--- src/include/gtl_defines.vh ---
// register offsets, field positions and command codes of the talker/listener
`ifndef GTL_DEFINES_VH
`define GTL_DEFINES_VH
`define GTL_OFS_BYTE 10'h111
`define GTL_OFS_STATUS1 10'h113
`define GTL_OFS_AUXCMD 10'h105
`define GTL_OFS_CTRL 10'h107
`define GTL_PORT_STRIDE 10'h200
`define GTL_BIT_CPT 7
`define GTL_BIT_APT 6
`define GTL_BIT_DET 5
`define GTL_BIT_END 4
`define GTL_BIT_DEC 3
`define GTL_BIT_ERR 2
`define GTL_BIT_DO 1
`define GTL_BIT_DI 0
`define GTL_CMD_VALID 8'h0F
`define GTL_CMD_NONVALID 8'h07
`define GTL_CMD_FINISH 8'h03
`define GTL_RESET_STATUS 8'h00
`define GTL_RESET_ENABLE 8'h00
`define GTL_CTRL_PASS 0
`define GTL_CTRL_HOLDOFF 1
`define GTL_CTRL_CONT 2
`define GTL_CTRL_EOS_ALLOW 3
`define GTL_CTRL_ADDRESS_MODE_LOW 4
`define GTL_CTRL_ADDRESS_MODE_HIGH 5
`endif

--- src/gtl_regs.v ---
// data and first event register set of the talker/listener, both ports
`timescale 1ns/1ps
`include "gtl_defines.vh"
// ****************************************************************
// register set
// ****************************************************************
// Notes on behaviour
// - per port three read and four write registers, direction picks which
// - second port sits at first port offsets plus 200 hex
// - received byte at 111; ready-for-data held false until byte taken
// - holdoff mode waits for finish-handshake command; byte rereadable
// - input byte bit 0 is data line 1, bit 7 is data line 8
// - outgoing byte latched apart from input byte at 111
// - written output byte starts source handshake once talker or controller is in source-generate
// - status at 113 clears on read; enables written at same offset
// - status independent of enables; interrupt needs set enable
// - events during a status read are held until read ends
// - command pass flag on undefined command with pass-through on
// - undefined primary flag set alike, cleared on defined or disable
// - pass-through stalls acceptor until valid code 0F or non-valid code 07 written
// - addressed commands ignored unless addressed
// - address pass flag on secondary with mode 3 and primary addressed
// - address pass stalls data-accepted until valid or non-valid command
// - trigger flag on entering trigger-active state
// - end flag on EOI or matching end-of-string while listening
// - clear flag on entering device-clear-active state
// - error flag on no listener, or write in source idle
// - data-out flag while talker-active and source-generate
// - data-in flag on accepted byte unless continuous mode
// - interrupt is OR of flags ANDed with enables
module gtl_regs #(
  parameter PORTS = 2,
  parameter FIFO_DEPTH = 4
) (
  input wire i_core_clk,
  input wire i_resetn,
  // host register port
  input wire [9:0] i_addr,
  input wire i_rd,
  input wire i_wr,
  input wire [7:0] i_wdata,
  output reg [7:0] o_rdata,
  // bus state per port, from the bus function logic (same clock)
  input wire [PORTS-1:0] i_acds,
  input wire [PORTS-1:0] i_lacs,
  input wire [PORTS-1:0] i_tacs,
  input wire [PORTS-1:0] i_cacs,
  input wire [PORTS-1:0] i_sgns,
  input wire [PORTS-1:0] i_sdys,
  input wire [PORTS-1:0] i_sids,
  input wire [PORTS-1:0] i_sdys_to_sids,
  input wire [PORTS-1:0] i_tads,
  input wire [PORTS-1:0] i_lads,
  input wire [PORTS-1:0] i_tpas,
  input wire [PORTS-1:0] i_lpas,
  input wire [PORTS-1:0] i_dtas,
  input wire [PORTS-1:0] i_dcas,
  input wire [PORTS-1:0] i_ucg,
  input wire [PORTS-1:0] i_acg,
  input wire [PORTS-1:0] i_scg,
  input wire [PORTS-1:0] i_tag_lag,
  input wire [PORTS-1:0] i_defined,
  input wire [PORTS-1:0] i_eoi,
  input wire [PORTS-1:0] i_dac,
  input wire [PORTS-1:0] i_rfd_in,
  input wire [8*PORTS-1:0] i_dio,
  input wire [8*PORTS-1:0] i_string_end_reg,
  output reg [PORTS-1:0] o_rfd_hold,
  output reg [PORTS-1:0] o_dac_hold,
  output reg [PORTS-1:0] o_src_start,
  output reg [8*PORTS-1:0] o_dout,
  output reg [PORTS-1:0] o_irq
);
  // ****************************************************************
  // address decode
  // ****************************************************************
  function [1:0] gtl_sel;
    input [9:0] a;
    input [9:0] base;
    begin
      gtl_sel[0] = (a == base);
      gtl_sel[1] = (a == base + `GTL_PORT_STRIDE);
    end
  endfunction

  wire [1:0] sel_byte = gtl_sel(i_addr, `GTL_OFS_BYTE);
  wire [1:0] sel_stat = gtl_sel(i_addr, `GTL_OFS_STATUS1);
  wire [1:0] sel_aux = gtl_sel(i_addr, `GTL_OFS_AUXCMD);
  wire [1:0] sel_ctrl = gtl_sel(i_addr, `GTL_OFS_CTRL);

  reg [7:0] status [0:PORTS-1];
  reg [7:0] enable [0:PORTS-1];
  reg [7:0] in_byte [0:PORTS-1];
  reg [7:0] ctrl [0:PORTS-1];
  reg [7:0] pend [0:PORTS-1];
  reg [PORTS-1:0] acds_q;
  reg [PORTS-1:0] dtas_q;
  reg [PORTS-1:0] dcas_q;
  reg [PORTS-1:0] do_q;
  reg [PORTS-1:0] undef_primary;
  reg [PORTS-1:0] cmd_stall;
  reg [PORTS-1:0] byte_full;
  reg [PORTS-1:0] holding;

  // outgoing bytes queue through a FIFO_DEPTH-deep fifo each; a host write to a full fifo is lost
  wire [PORTS-1:0] f_in_ready;
  wire [PORTS-1:0] f_out_valid;
  wire [8*PORTS-1:0] f_out_data;
  wire [PORTS-1:0] f_push;
  wire [PORTS-1:0] f_pop;

  // ****************************************************************
  // per port logic
  // ****************************************************************
  genvar p;
  generate
    for (p = 0; p < PORTS; p = p + 1) begin : g_port
      wire rd_stat = i_rd && sel_stat[p];
      wire rd_byte = i_rd && sel_byte[p];
      wire wr_byte = i_wr && sel_byte[p];
      wire wr_aux = i_wr && sel_aux[p];
      wire pass_on = ctrl[p][`GTL_CTRL_PASS];
      wire acds_rise = i_acds[p] && !acds_q[p];
      wire addressed = i_tads[p] || i_lads[p];
      wire undef_cmd = (i_ucg[p] || (i_acg[p] && addressed)) &&
        !i_defined[p];
      wire fh_cmd = wr_aux && (i_wdata == `GTL_CMD_FINISH);
      wire talk_ok = i_tacs[p] || i_cacs[p];
      wire [7:0] ev;
      wire [7:0] next_status;
      assign ev[`GTL_BIT_CPT] = acds_rise && pass_on &&
        (undef_cmd || (undef_primary[p] && i_scg[p]));
      assign ev[`GTL_BIT_APT] = acds_rise && ctrl[p][`GTL_CTRL_ADDRESS_MODE_HIGH] &&
        ctrl[p][`GTL_CTRL_ADDRESS_MODE_LOW] && (i_tpas[p] || i_lpas[p]) &&
        i_scg[p];
      assign ev[`GTL_BIT_DET] = i_dtas[p] && !dtas_q[p];
      assign ev[`GTL_BIT_END] = acds_rise && i_lacs[p] && (i_eoi[p] ||
        (ctrl[p][`GTL_CTRL_EOS_ALLOW] &&
        i_dio[8*p+:8] == i_string_end_reg[8*p+:8]));
      assign ev[`GTL_BIT_DEC] = i_dcas[p] && !dcas_q[p];
      assign ev[`GTL_BIT_ERR] = (i_tacs[p] && i_sdys[p] && i_dac[p] &&
        i_rfd_in[p]) || (wr_byte && (i_sids[p] ||
        i_sdys_to_sids[p]));
      assign ev[`GTL_BIT_DO] = i_tacs[p] && i_sgns[p] && !do_q[p];
      assign ev[`GTL_BIT_DI] = acds_rise && i_lacs[p] &&
        !ctrl[p][`GTL_CTRL_CONT];
      // bits held back during a read are merged once it ends
      assign next_status = rd_stat ? 8'h00 : ((status[p] | pend[p] | ev) &
        ~{6'h00, (wr_byte || !(i_tacs[p] && i_sgns[p])),
        ((rd_byte || (fh_cmd && holding[p])) ? 1'b1 : 1'b0)});
      assign f_push[p] = wr_byte;
      assign f_pop[p] = f_out_valid[p] && talk_ok && !o_src_start[p] &&
        !i_sgns[p] ? 1'b0 : (f_out_valid[p] && talk_ok && i_sgns[p] &&
        !o_src_start[p]);

      gtl_fifo #(
        .WIDTH(8),
        .DEPTH(FIFO_DEPTH),
        .AW(2)
      ) u_out_fifo (
        .i_core_clk(i_core_clk),
        .i_resetn(i_resetn),
        .i_in_valid(f_push[p]),
        .o_in_ready(f_in_ready[p]),
        .i_in_data(i_wdata),
        .o_out_valid(f_out_valid[p]),
        .i_out_ready(f_pop[p]),
        .o_out_data(f_out_data[8*p+:8])
      );

      always @(posedge i_core_clk) begin
        if (!i_resetn) begin
          status[p] <= `GTL_RESET_STATUS;
          enable[p] <= `GTL_RESET_ENABLE;
          pend[p] <= 8'h00;
          ctrl[p] <= 8'h00;
          in_byte[p] <= 8'h00;
          acds_q[p] <= 1'b0;
          dtas_q[p] <= 1'b0;
          dcas_q[p] <= 1'b0;
          do_q[p] <= 1'b0;
          undef_primary[p] <= 1'b0;
          cmd_stall[p] <= 1'b0;
          byte_full[p] <= 1'b0;
          holding[p] <= 1'b0;
          o_rfd_hold[p] <= 1'b0;
          o_dac_hold[p] <= 1'b0;
          o_src_start[p] <= 1'b0;
          o_dout[8*p+:8] <= 8'h00;
          o_irq[p] <= 1'b0;
        end else begin
          acds_q[p] <= i_acds[p];
          dtas_q[p] <= i_dtas[p];
          dcas_q[p] <= i_dcas[p];
          do_q[p] <= i_tacs[p] && i_sgns[p];
          status[p] <= next_status;
          pend[p] <= rd_stat ? ev : 8'h00;
          if (i_wr && sel_stat[p]) begin
            enable[p] <= i_wdata;
          end
          if (i_wr && sel_ctrl[p]) begin
            ctrl[p] <= i_wdata;
          end
          o_irq[p] <= |(next_status & (i_wr && sel_stat[p] ? i_wdata :
            enable[p]));
          if (!pass_on) begin
            undef_primary[p] <= 1'b0;
          end else if (acds_rise && undef_cmd) begin
            undef_primary[p] <= 1'b1;
          end else if (acds_rise && ((i_ucg[p] || i_acg[p]) &&
              i_defined[p] || i_tag_lag[p])) begin
            undef_primary[p] <= 1'b0;
          end
          if (ev[`GTL_BIT_CPT] || ev[`GTL_BIT_APT]) begin
            cmd_stall[p] <= 1'b1;
          end else if (wr_aux && (i_wdata == `GTL_CMD_VALID ||
              i_wdata == `GTL_CMD_NONVALID)) begin
            cmd_stall[p] <= 1'b0;
          end
          o_dac_hold[p] <= cmd_stall[p] || ev[`GTL_BIT_CPT] ||
            ev[`GTL_BIT_APT];
          if (acds_rise && i_lacs[p]) begin
            in_byte[p] <= i_dio[8*p+:8];
            byte_full[p] <= 1'b1;
            holding[p] <= ctrl[p][`GTL_CTRL_HOLDOFF];
          end else begin
            if (rd_byte && !holding[p]) begin
              byte_full[p] <= 1'b0;
            end
            if (fh_cmd) begin
              holding[p] <= 1'b0;
              byte_full[p] <= 1'b0;
            end
          end
          o_rfd_hold[p] <= byte_full[p] || (acds_rise && i_lacs[p]);
          o_src_start[p] <= f_pop[p];
          if (f_pop[p]) begin
            o_dout[8*p+:8] <= f_out_data[8*p+:8];
          end
        end
      end
    end
  endgenerate

  // ****************************************************************
  // read mux
  // ****************************************************************
  always @(posedge i_core_clk) begin
    if (!i_resetn) begin
      o_rdata <= 8'h00;
    end else if (i_rd) begin
      if (sel_byte[0]) begin
        o_rdata <= in_byte[0];
      end else if (sel_byte[1]) begin
        o_rdata <= in_byte[PORTS-1];
      end else if (sel_stat[0]) begin
        o_rdata <= status[0] | pend[0];
      end else if (sel_stat[1]) begin
        o_rdata <= status[PORTS-1] | pend[PORTS-1];
      end else if (sel_ctrl[0]) begin
        o_rdata <= ctrl[0];
      end else if (sel_ctrl[1]) begin
        o_rdata <= ctrl[PORTS-1];
      end else begin
        o_rdata <= 8'h00;
      end
    end
  end
endmodule

--- src/gtl_fifo.v ---
// small synchronous fifo with valid/ready on both sides
`timescale 1ns/1ps
module gtl_fifo #(
  parameter WIDTH = 8,
  parameter DEPTH = 4,
  parameter AW = 2
) (
  input wire i_core_clk,
  input wire i_resetn,
  input wire i_in_valid,
  output wire o_in_ready,
  input wire [WIDTH-1:0] i_in_data,
  output wire o_out_valid,
  input wire i_out_ready,
  output wire [WIDTH-1:0] o_out_data
);
  reg [WIDTH-1:0] mem [0:DEPTH-1];
  reg [AW-1:0] wptr;
  reg [AW-1:0] rptr;
  reg [AW:0] count;
  wire push;
  wire pop;
  assign o_in_ready = (count != DEPTH[AW:0]);
  assign o_out_valid = (count != {(AW+1){1'b0}});
  assign o_out_data = mem[rptr];
  assign push = i_in_valid && o_in_ready;
  assign pop = o_out_valid && i_out_ready;
  always @(posedge i_core_clk) begin
    if (push) begin
      mem[wptr] <= i_in_data;
    end
  end
  always @(posedge i_core_clk) begin
    if (!i_resetn) begin
      wptr <= {AW{1'b0}};
      rptr <= {AW{1'b0}};
      count <= {(AW+1){1'b0}};
    end else begin
      if (push) begin
        wptr <= (wptr == DEPTH[AW-1:0] - 1'b1) ? {AW{1'b0}} : wptr + 1'b1;
      end
      if (pop) begin
        rptr <= (rptr == DEPTH[AW-1:0] - 1'b1) ? {AW{1'b0}} : rptr + 1'b1;
      end
      if (push && !pop) begin
        count <= count + 1'b1;
      end else if (pop && !push) begin
        count <= count - 1'b1;
      end
    end
  end
endmodule

--- config.mk ---
export PLATFORM = sky130hd
export DESIGN_NAME = gtl_regs
export DESIGN_NICKNAME = d
export VERILOG_FILES = /design/src/gtl_regs.v /design/src/gtl_fifo.v
export VERILOG_INCLUDE_DIRS = /design/src /design/src/include
export SDC_FILE = /design/constraint.sdc
export NUM_CORES = 1
export LEC_CHECK = 0
export ABC_AREA = 1
export BUFFER_PORTS_ARGS = -buffer_cell sky130_fd_sc_hd__buf_2
export CAP_MARGIN = 25
export CORE_MARGIN = 1.5
export CORE_UTILIZATION = 62
export DETAILED_ROUTE_END_ITERATION = 8
export PLACE_DENSITY = 0.85
export SLEW_MARGIN = 0
export SYNTH_ARGS = -nofsm -noshare
export SYNTH_HDL_FRONTEND = slang
export SYNTH_SLANG_ARGS = --single-unit
--- constraint.sdc ---
create_clock -name i_core_clk -period 4.48 [get_ports i_core_clk]
set_clock_uncertainty 0.2 [all_clocks]
set_input_delay 0.672 -clock i_core_clk [delete_from_list [all_inputs] [get_ports i_core_clk]]
set_output_delay 0.672 -clock i_core_clk [all_outputs]
set_load 0.02 [all_outputs]
After elaboration in Yosys (flattened, before gate mapping)
Memories as Yosys holds them, arrays and structs flattened. A register that Yosys moved wholly into a read port is not among the register bits. Cells that the tools add are included.

Register bits after elaboration: 46. Bits in latches: 0. Bits in writable memories: 144. Memory bits (read-only): 0. Bits of input ports: 98. Word-level logic and storage cells: 324. Memories kept: 7.

Memory list: g_port[0].u_out_fifo.mem (words 4, bits a word 8, rd ports 1, clocked after memory_dff 1, wr ports 1, RTL line gtl_fifo.v:17) `reg [WIDTH-1:0] mem [0:DEPTH-1];`; g_port[1].u_out_fifo.mem (words 4, bits a word 8, rd ports 1, clocked after memory_dff 1, wr ports 1, RTL line gtl_fifo.v:17); ctrl (words 2, bits a word 8, rd ports 2, clocked after memory_dff 0, wr ports 2, RTL line gtl_regs.v:94) `reg [7:0] ctrl [0:PORTS-1];`; enable (words 2, bits a word 8, rd ports 2, clocked after memory_dff 0, wr ports 2, RTL line gtl_regs.v:92) `reg [7:0] enable [0:PORTS-1];`; in_byte (words 2, bits a word 8, rd ports 2, clocked after memory_dff 0, wr ports 2, RTL line gtl_regs.v:93) `reg [7:0] in_byte [0:PORTS-1];`; pend (words 2, bits a word 8, rd ports 2, clocked after memory_dff 0, wr ports 2, RTL line gtl_regs.v:95) `reg [7:0] pend [0:PORTS-1];`; +1 memories.

Add/sub/neg operators: 8. Multipliers: 0. Div/mod/pow operators: 0. $lt $le $gt $ge: 0. Eq/ne operators: 19. Shift-type cells: 0. Mux-type cells: 76. Bitwise logic cells: 20. Reduce and logical (&&, ||, !) cells: 163.

Operator list (count): two-way mux 8 bit (22); logical AND 1 bit (88); two-way mux 1 bit (46); == test 10 bit (second input constant) (4); == test 10 x 9 -> 1 bit (second input constant) (4); logical OR 1 bit (33); AND 8 bit (4); bitwise OR 8 bit (4); logical NOT 1 bit (26); == test 8 bit (2); inverter 2 -> 8 bit (2); nonzero test 2 bit (8); OR reduction 8 bit (2); two-way mux 3 bit (4); nonzero test 3 bit (4); bitwise OR 1 bit (10); adder 2 x 1 -> 2 bit (second input constant) (4); == test 2 bit (second input constant) (4); == test 8 x 2 -> 1 bit (second input constant) (1); == test 8 x 3 -> 1 bit (second input constant) (1); == test 8 x 4 -> 1 bit (second input constant) (1); two-way mux 2 bit (4); adder 3 x 1 -> 3 bit (second input constant) (2); inequality test 3 bit (second input constant) (2); 2 further kinds (4).

Logic depth before layout (Yosys ltp)
Depth in word-level cells: 11. Mapped depth: 14. Depth with buffers taken out: 14.

Hierarchy
Synthesis repeated with hierarchy kept, for this count alone.

Cell total of the unflattened synthesis: 1073. Area total of the unflattened synthesis: 9399.0 um2.

By module, submodules not included: gtl_regs (times used 1, cells each 781, area an instance 6018.3 um2, seq. area each 3042.9 um2); gtl_fifo (times used 2, cells each 146, area an instance 1690.4 um2, seq. area each 1141.1 um2).

Least setup slack after synthesis
Ideal clock, no wire load.

Kind: input to register. Start: input i_addr[2]. End: register g_port[0].u_out_fifo.count[2]. Data arrival time: 2.371 ns. Data required time: 4.158 ns. Path slack: 1.786 ns. Stages: 13. Path buffers: 1. Path through: nor2_1 -> nand3_2 -> nor2_4 -> buf_6 -> nand3_2 -> nor2_2 -> ha_1 -> inv_1 -> fa_1 -> a21oi_1 -> o21ai_0 -> o21ai_0 -> a21oi_1.

Word-level cells in the longest chain between the ends: 6. Elaborated cells on any way between the ends: 8. Those cells by class: eq/ne: 1; mux: 1; reduce/logical: 6.

Ends and longest elaborated chain: from (decl) (RTL line gtl_regs.v:38) `input wire [9:0] i_addr,`; == test 10 x 9 -> 1 bit (*) (RTL line gtl_regs.v:81) `gtl_sel[0] = (a == base);`; logical AND 1 bit (*) (RTL line gtl_regs.v:120) `wire wr_byte = i_wr && sel_byte[p];`; logical AND 1 bit (*) (RTL line gtl_fifo.v:26) `assign push = i_in_valid && o_in_ready;`; named net g_port[0].u_out_fifo.push (RTL line gtl_fifo.v:21) `wire push;`; logical NOT 1 bit (RTL line gtl_fifo.v:47) `end else if (pop && !push) begin`; logical AND 1 bit (RTL line gtl_fifo.v:47); nonzero test 2 bit (no source line); to (signal assigned) (RTL line gtl_fifo.v:37) `count <= {(AW+1){1'b0}};`; to (signal assigned) (RTL line gtl_fifo.v:46) `count <= count + 1'b1;`; to (signal assigned) (RTL line gtl_fifo.v:48) `count <= count - 1'b1;`; to (decl) (RTL line gtl_fifo.v:20) `reg [AW:0] count;`.

The timed path passes the listed nets; every way through them passes the cells marked *. A chain may end at the register's enable or synchronous reset.

Worst setup path after layout
Start: register g_port[0].u_out_fifo.count[0]. End: register g_port[0].u_out_fifo.count[1].

Word-level cells in the longest chain between the ends: 9. Elaborated cells on any way between the ends: 19. Those cells by class: add/sub: 2; eq/ne: 1; mux: 3; reduce/logical: 13.

Ends and longest elaborated chain: nonzero test 3 bit (RTL line gtl_fifo.v:24) `assign o_out_valid = (count != {(AW+1){1'b0}});`; logical AND 1 bit (RTL line gtl_regs.v:152, gtl_regs.v:153); logical AND 1 bit (on tied branches) (2 in series) (RTL line gtl_regs.v:153, gtl_regs.v:152); two-way mux 1 bit (RTL line gtl_regs.v:153) `!i_sgns[p] ? 1'b0 : (f_out_valid[p] && talk_ok && i_sgns[p] &&`; logical AND 1 bit (RTL line gtl_fifo.v:27) `assign pop = o_out_valid && i_out_ready;`; logical NOT 1 bit (RTL line gtl_fifo.v:45) `if (push && !pop) begin`; logical AND 1 bit (RTL line gtl_fifo.v:45); two-way mux 3 bit or nonzero test 2 bit (tied branches).

Parallel ways exist; a longest one is shown, timed or not. The select of a mux whose other input is x is not followed.

==> metrics list <==
* Critical path startpoint category: flip-flop
* Slowest cell on crit path: sky130_fd_sc_hd__nor4_4
* Share of the yosys chip area belonging to registers: around 57%
- Average cell area after synthesis: 8.90 µm²
- Share of flip-flops with an asynchronous set or reset after synthesis: 0%
* Largest stage delay on the critical path: just over 0.6 ns
- For the worst flop-to-flop path, the logic depth is 8.
- At the worst endpoint, the required time is about 4.7 ns.
- Of the cells placed in the final design, the portion with a size suffix greater than 1 is between 10% and 20%.
* Vertical extent of the die: around 120 µm
* Most common cell after layout, fill and taps aside: sky130_fd_sc_hd__nor2_1
- Initial detailed-routing violation count: around 860
- After floorplanning, the core was sized to cover about 15000 µm².
- Yosys reg bits: slightly above 200
* Maximum achievable frequency: about 0.37 GHz
- # IOs: between 100 and 150
- Main flop type after synthesis: sky130_fd_sc_hd__edfxtp_1
* Distinct cells, synth: 43
* CTS Hold Bufs: 0
* Maximum number of pins on one net before global-route repair: 54
- Post-DRT Antenna Nets: 0
- Setup CP Type: flip-flop to flip-flop
- Post-route total power: 4.61 mW
- Max-cap violations: 0
- Cell chain of the critical path: nor3_1 -> nor4_4 -> inv_1 -> ha_1 -> inv_1 -> fa_1 -> o21ai_0 -> a21oi_1
- CTS sink cnt: between 200 and 250
- Clock insertion delay at the later pin of the skew report: around 0.5 ns
- Postcts setup bufs: 0
* Number of nets in the finished design: between 1k and 1.5k
- The flow ran to the end, and the final reports show no timing, DRC or antenna violations.
- The worst hold path terminates at dcas_q[0].
- For this block, the routed nets add up to 22.1 mm of wire.
- Effective utilization at floorplan: between 60% and 70%
* Clock transition at the register clock pins on the worst setup and hold paths after CTS: 0.06 ns
- # H-tree levels: 1
* Number of cells produced by synthesis: slightly above 1k
- The worst path uses about three fifths of the clock period.
- Setup repair after global routing left no endpoint under its margin.
- The path class of the tightest hold or removal check is input port to flip-flop.
* Sum of overflow across all layers after global routing: 0
* Root Buffer: sky130_fd_sc_hd__clkbuf_16
- Synth Cell Area: between 9000 and 10000 µm²
- In the routed layout, each cell is associated on average with a via count of around 5.6.
- The final hold violation count was 0.
* Number of enable-type register cells in the synthesized netlist: ~110
* Type of destination of the critical path: flip-flop
- Compared with the post-synthesis result, the final layout area differs by 15.8%.
* Number of inserted filler cells in the final layout: around 1.0k
- The max-slew violation count is 0.
- The longest clock path from root to sink contains 3 buffers.
* Tot GR Track Use: 27.9%
- The setup check on the worst reg-to-reg path leaves a slack of between 1.5 and 2 ns.
- Cell mode on critical path: sky130_fd_sc_hd__inv_1
- Post-cts resize count: 0
* Wire length of the first global-routing pass: ~35 mm
- Counting the buffers created by CTS gives 21.
- The HPWL after detailed placement is roughly 15 mm.
- When the netlist entered floorplanning its net count stood at 1147.
- Cell Pwr Density: between 400 and 500 nW/µm²
* Overall die area: approximately 16000 µm²
* Post-place setup slack: between 1 and 1.5 ns
* Via count of the first global-routing pass: roughly 7.3k
- Reg2reg end: g_port[0].u_out_fifo.count[1]
* Number of antenna violations at the first check in global routing: 0
* Worst IR Drop VDD: 0.299 mV
* Count of final setup violators: 0
* Site row count: between 40 and 50
- The library cells used most frequently in the layout, excluding fill and tap cells, are 220 x sky130_fd_sc_hd__nor2_1, 151 x sky130_fd_sc_hd__nand2_1, 129 x sky130_fd_sc_hd__buf_2.
* Count of yosys warnings during synthesis: 0
* Min cycle time layout: approximately 2.7 ns
* Placer congestion estimate: about 0.85
* 1st-pass router iterations: 7
- Actual transition at the worst max-transition pin: about 1.0 ns
- Diodes inserted: 0
- The startpoint identified for the worst hold timing path is i_dcas[0].
- After detailed routing, the average wire length per cell comes to 16.2 µm.
- In the routed design, unresolved DRC markers number 0.
- Sum Neg Setup Slack: 0 ns
- Of all nets on the critical path, the largest fanout is 18.
* Fin worst setup slack: approximately 1.8 ns
- The worst hold path was traced through 3 stages.
- In this run the critical register-to-register path is launched from g_port[0].u_out_fifo.count[0].
- From left edge to right edge, the die measures 125 µm.
* Crit path DAT: 2.88 ns
- Number of input and output port buffers inserted: about 130
- Summing over every cut layer, the via total after detailed routing is around 7.6k.
- In this run the tightest slew margin relative to its limit is about 33%.
* Cell leakage power: approximately 4.7 nW
- TritonCTS built the clock tree.
## per-layer routing
metal / global-route usage, % / share of wire [%] / up-vias
li1: - / - / 3678
met1: 37.0 / 39 / 3423
met2: 46.0 / 47 / 476
met3: 6.62 / 12 / 53
met4: 8.29 / 1.9 / 0
met5: 0 / 0 / -
## cells in the mapped netlist, types with 2 or more instances
master / n / area share [%]
sky130_fd_sc_hd__nor3_1: 32 / 1.7
sky130_fd_sc_hd__clkbuf_1: 18 / 0.73
sky130_fd_sc_hd__buf_1: 2 / 0.082
sky130_fd_sc_hd__a21boi_0: 2 / 0.16
sky130_fd_sc_hd__nor2_4: 6 / 0.73
sky130_fd_sc_hd__inv_1: 108 / 4.4
sky130_fd_sc_hd__o21ai_2: 2 / 0.19
sky130_fd_sc_hd__nand3_2: 5 / 0.54
sky130_fd_sc_hd__o21ai_0: 89 / 4.8
sky130_fd_sc_hd__nand4_1: 12 / 0.81
sky130_fd_sc_hd__xnor2_1: 4 / 0.38
sky130_fd_sc_hd__nor2_8: 4 / 0.87
sky130_fd_sc_hd__fa_1: 2 / 0.43
sky130_fd_sc_hd__nand3_1: 44 / 2.4
sky130_fd_sc_hd__clkinv_1: 4 / 0.16
sky130_fd_sc_hd__nor2_1: 220 / 9.0
sky130_fd_sc_hd__a211oi_2: 2 / 0.27
sky130_fd_sc_hd__a21oi_1: 28 / 1.5
sky130_fd_sc_hd__xor2_1: 2 / 0.19
sky130_fd_sc_hd__nand2_2: 7 / 0.48
sky130_fd_sc_hd__or2_2: 9 / 0.61
sky130_fd_sc_hd__a211oi_1: 2 / 0.16
sky130_fd_sc_hd__a31oi_1: 21 / 1.4
sky130_fd_sc_hd__nand2_1: 151 / 6.2
sky130_fd_sc_hd__inv_2: 10 / 0.41
sky130_fd_sc_hd__nand3_4: 2 / 0.38
sky130_fd_sc_hd__buf_6: 3 / 0.37
sky130_fd_sc_hd__o21ai_1: 8 / 0.43
sky130_fd_sc_hd__buf_2: 4 / 0.22
sky130_fd_sc_hd__nor4_4: 2 / 0.46
sky130_fd_sc_hd__nor2_2: 3 / 0.20
sky130_fd_sc_hd__dfxtp_1: 94 / 20
sky130_fd_sc_hd__edfxtp_1: 112 / 37
sky130_fd_sc_hd__ha_1: 12 / 1.6
## cell type report
cell class	instances	area [µm²]	share of cell area (%)
tap	184	230	2.16
timing repair buffer	131	661	6.19
sequential	206	5250	49.2
clock inverter	10	130	1.22
clock buffer	28	562	5.27
inverter	123	464	4.35
multi-input combinational	679	3380	31.6
## stage by stage
step                      hold slack, ns  util, %  instances  area [µm²]
after detailed placement           0.212     68.6       1323        9980
after CTS                          0.172     73.4       1361       10700
after global routing               0.188     73.4       1361       10700
after floorplan                    0.198        -       1035        9210
after global placement             0.202     68.6       1323        9980
final                              0.172     73.4       1361       10700
## flip-flops by register name (all words and copies together) (netlist names), 4 cells and up
name / cells
g_port.u_out_fifo.wptr: 4
g_port.u_out_fifo.rptr: 4
g_port.u_out_fifo.mem: 64
enable: 16
o_dout: 16
pend: 16
ctrl: 16
status: 16
in_byte: 16
g_port.u_out_fifo.count: 6
o_rdata: 8
## power by group
group	switching, mW	internal [mW]
combinational	0.423	0.214
clock	0.707	1.06
sequential	0.104	2.10
total	1.23	3.37
## kinds of logic (layout without fill, tap and decap cells)
logic type / Yosys count / after routing / synth area share, %
AO/OA/AOI/OAI: 158 / 158 / 9.34
XOR/XNOR: 6 / 6 / 0.570
buffers and inverters: 150 / 292 / 6.44
AND/OR/NAND/NOR: 501 / 501 / 24.7
flip-flops: 206 / 206 / 56.9
adder cells (fa/ha/maj): 14 / 14 / 2.06
## how the worst max path moves through the flow
stage,startpoint,endpoint,slack (ns),cells past startpoint
5_1_grt,g_port[0].u_out_fifo.count[0],g_port[0].u_out_fifo.count[1],1.55,8
4_1_cts,g_port[0].u_out_fifo.count[0],g_port[0].u_out_fifo.count[1],1.75,8
3_5_place_dp,i_sgns[0],g_port[0].u_out_fifo.count[1],1.32,9
2_1_floorplan,i_addr[2],g_port[0].u_out_fifo.count[2],1.79,13
6_report,g_port[0].u_out_fifo.count[0],g_port[0].u_out_fifo.count[1],1.78,8
3_3_place_gp,i_addr[3],g_port[0].u_out_fifo.count[2],1.43,13
## critical path: cells and delay by family (launching register included)
| family | cells | cell delay, ns |
|---|---|---|
| and+or+nand+nor | 2 | 0.72 |
| buffers and inverters | 2 | 0.34 |
| DFF | 1 | 0.42 |
| AOI/OAI and AO/OA | 2 | 0.26 |
| adders and majority gates | 2 | 0.66 |
(Power assumes the default switching activity.)
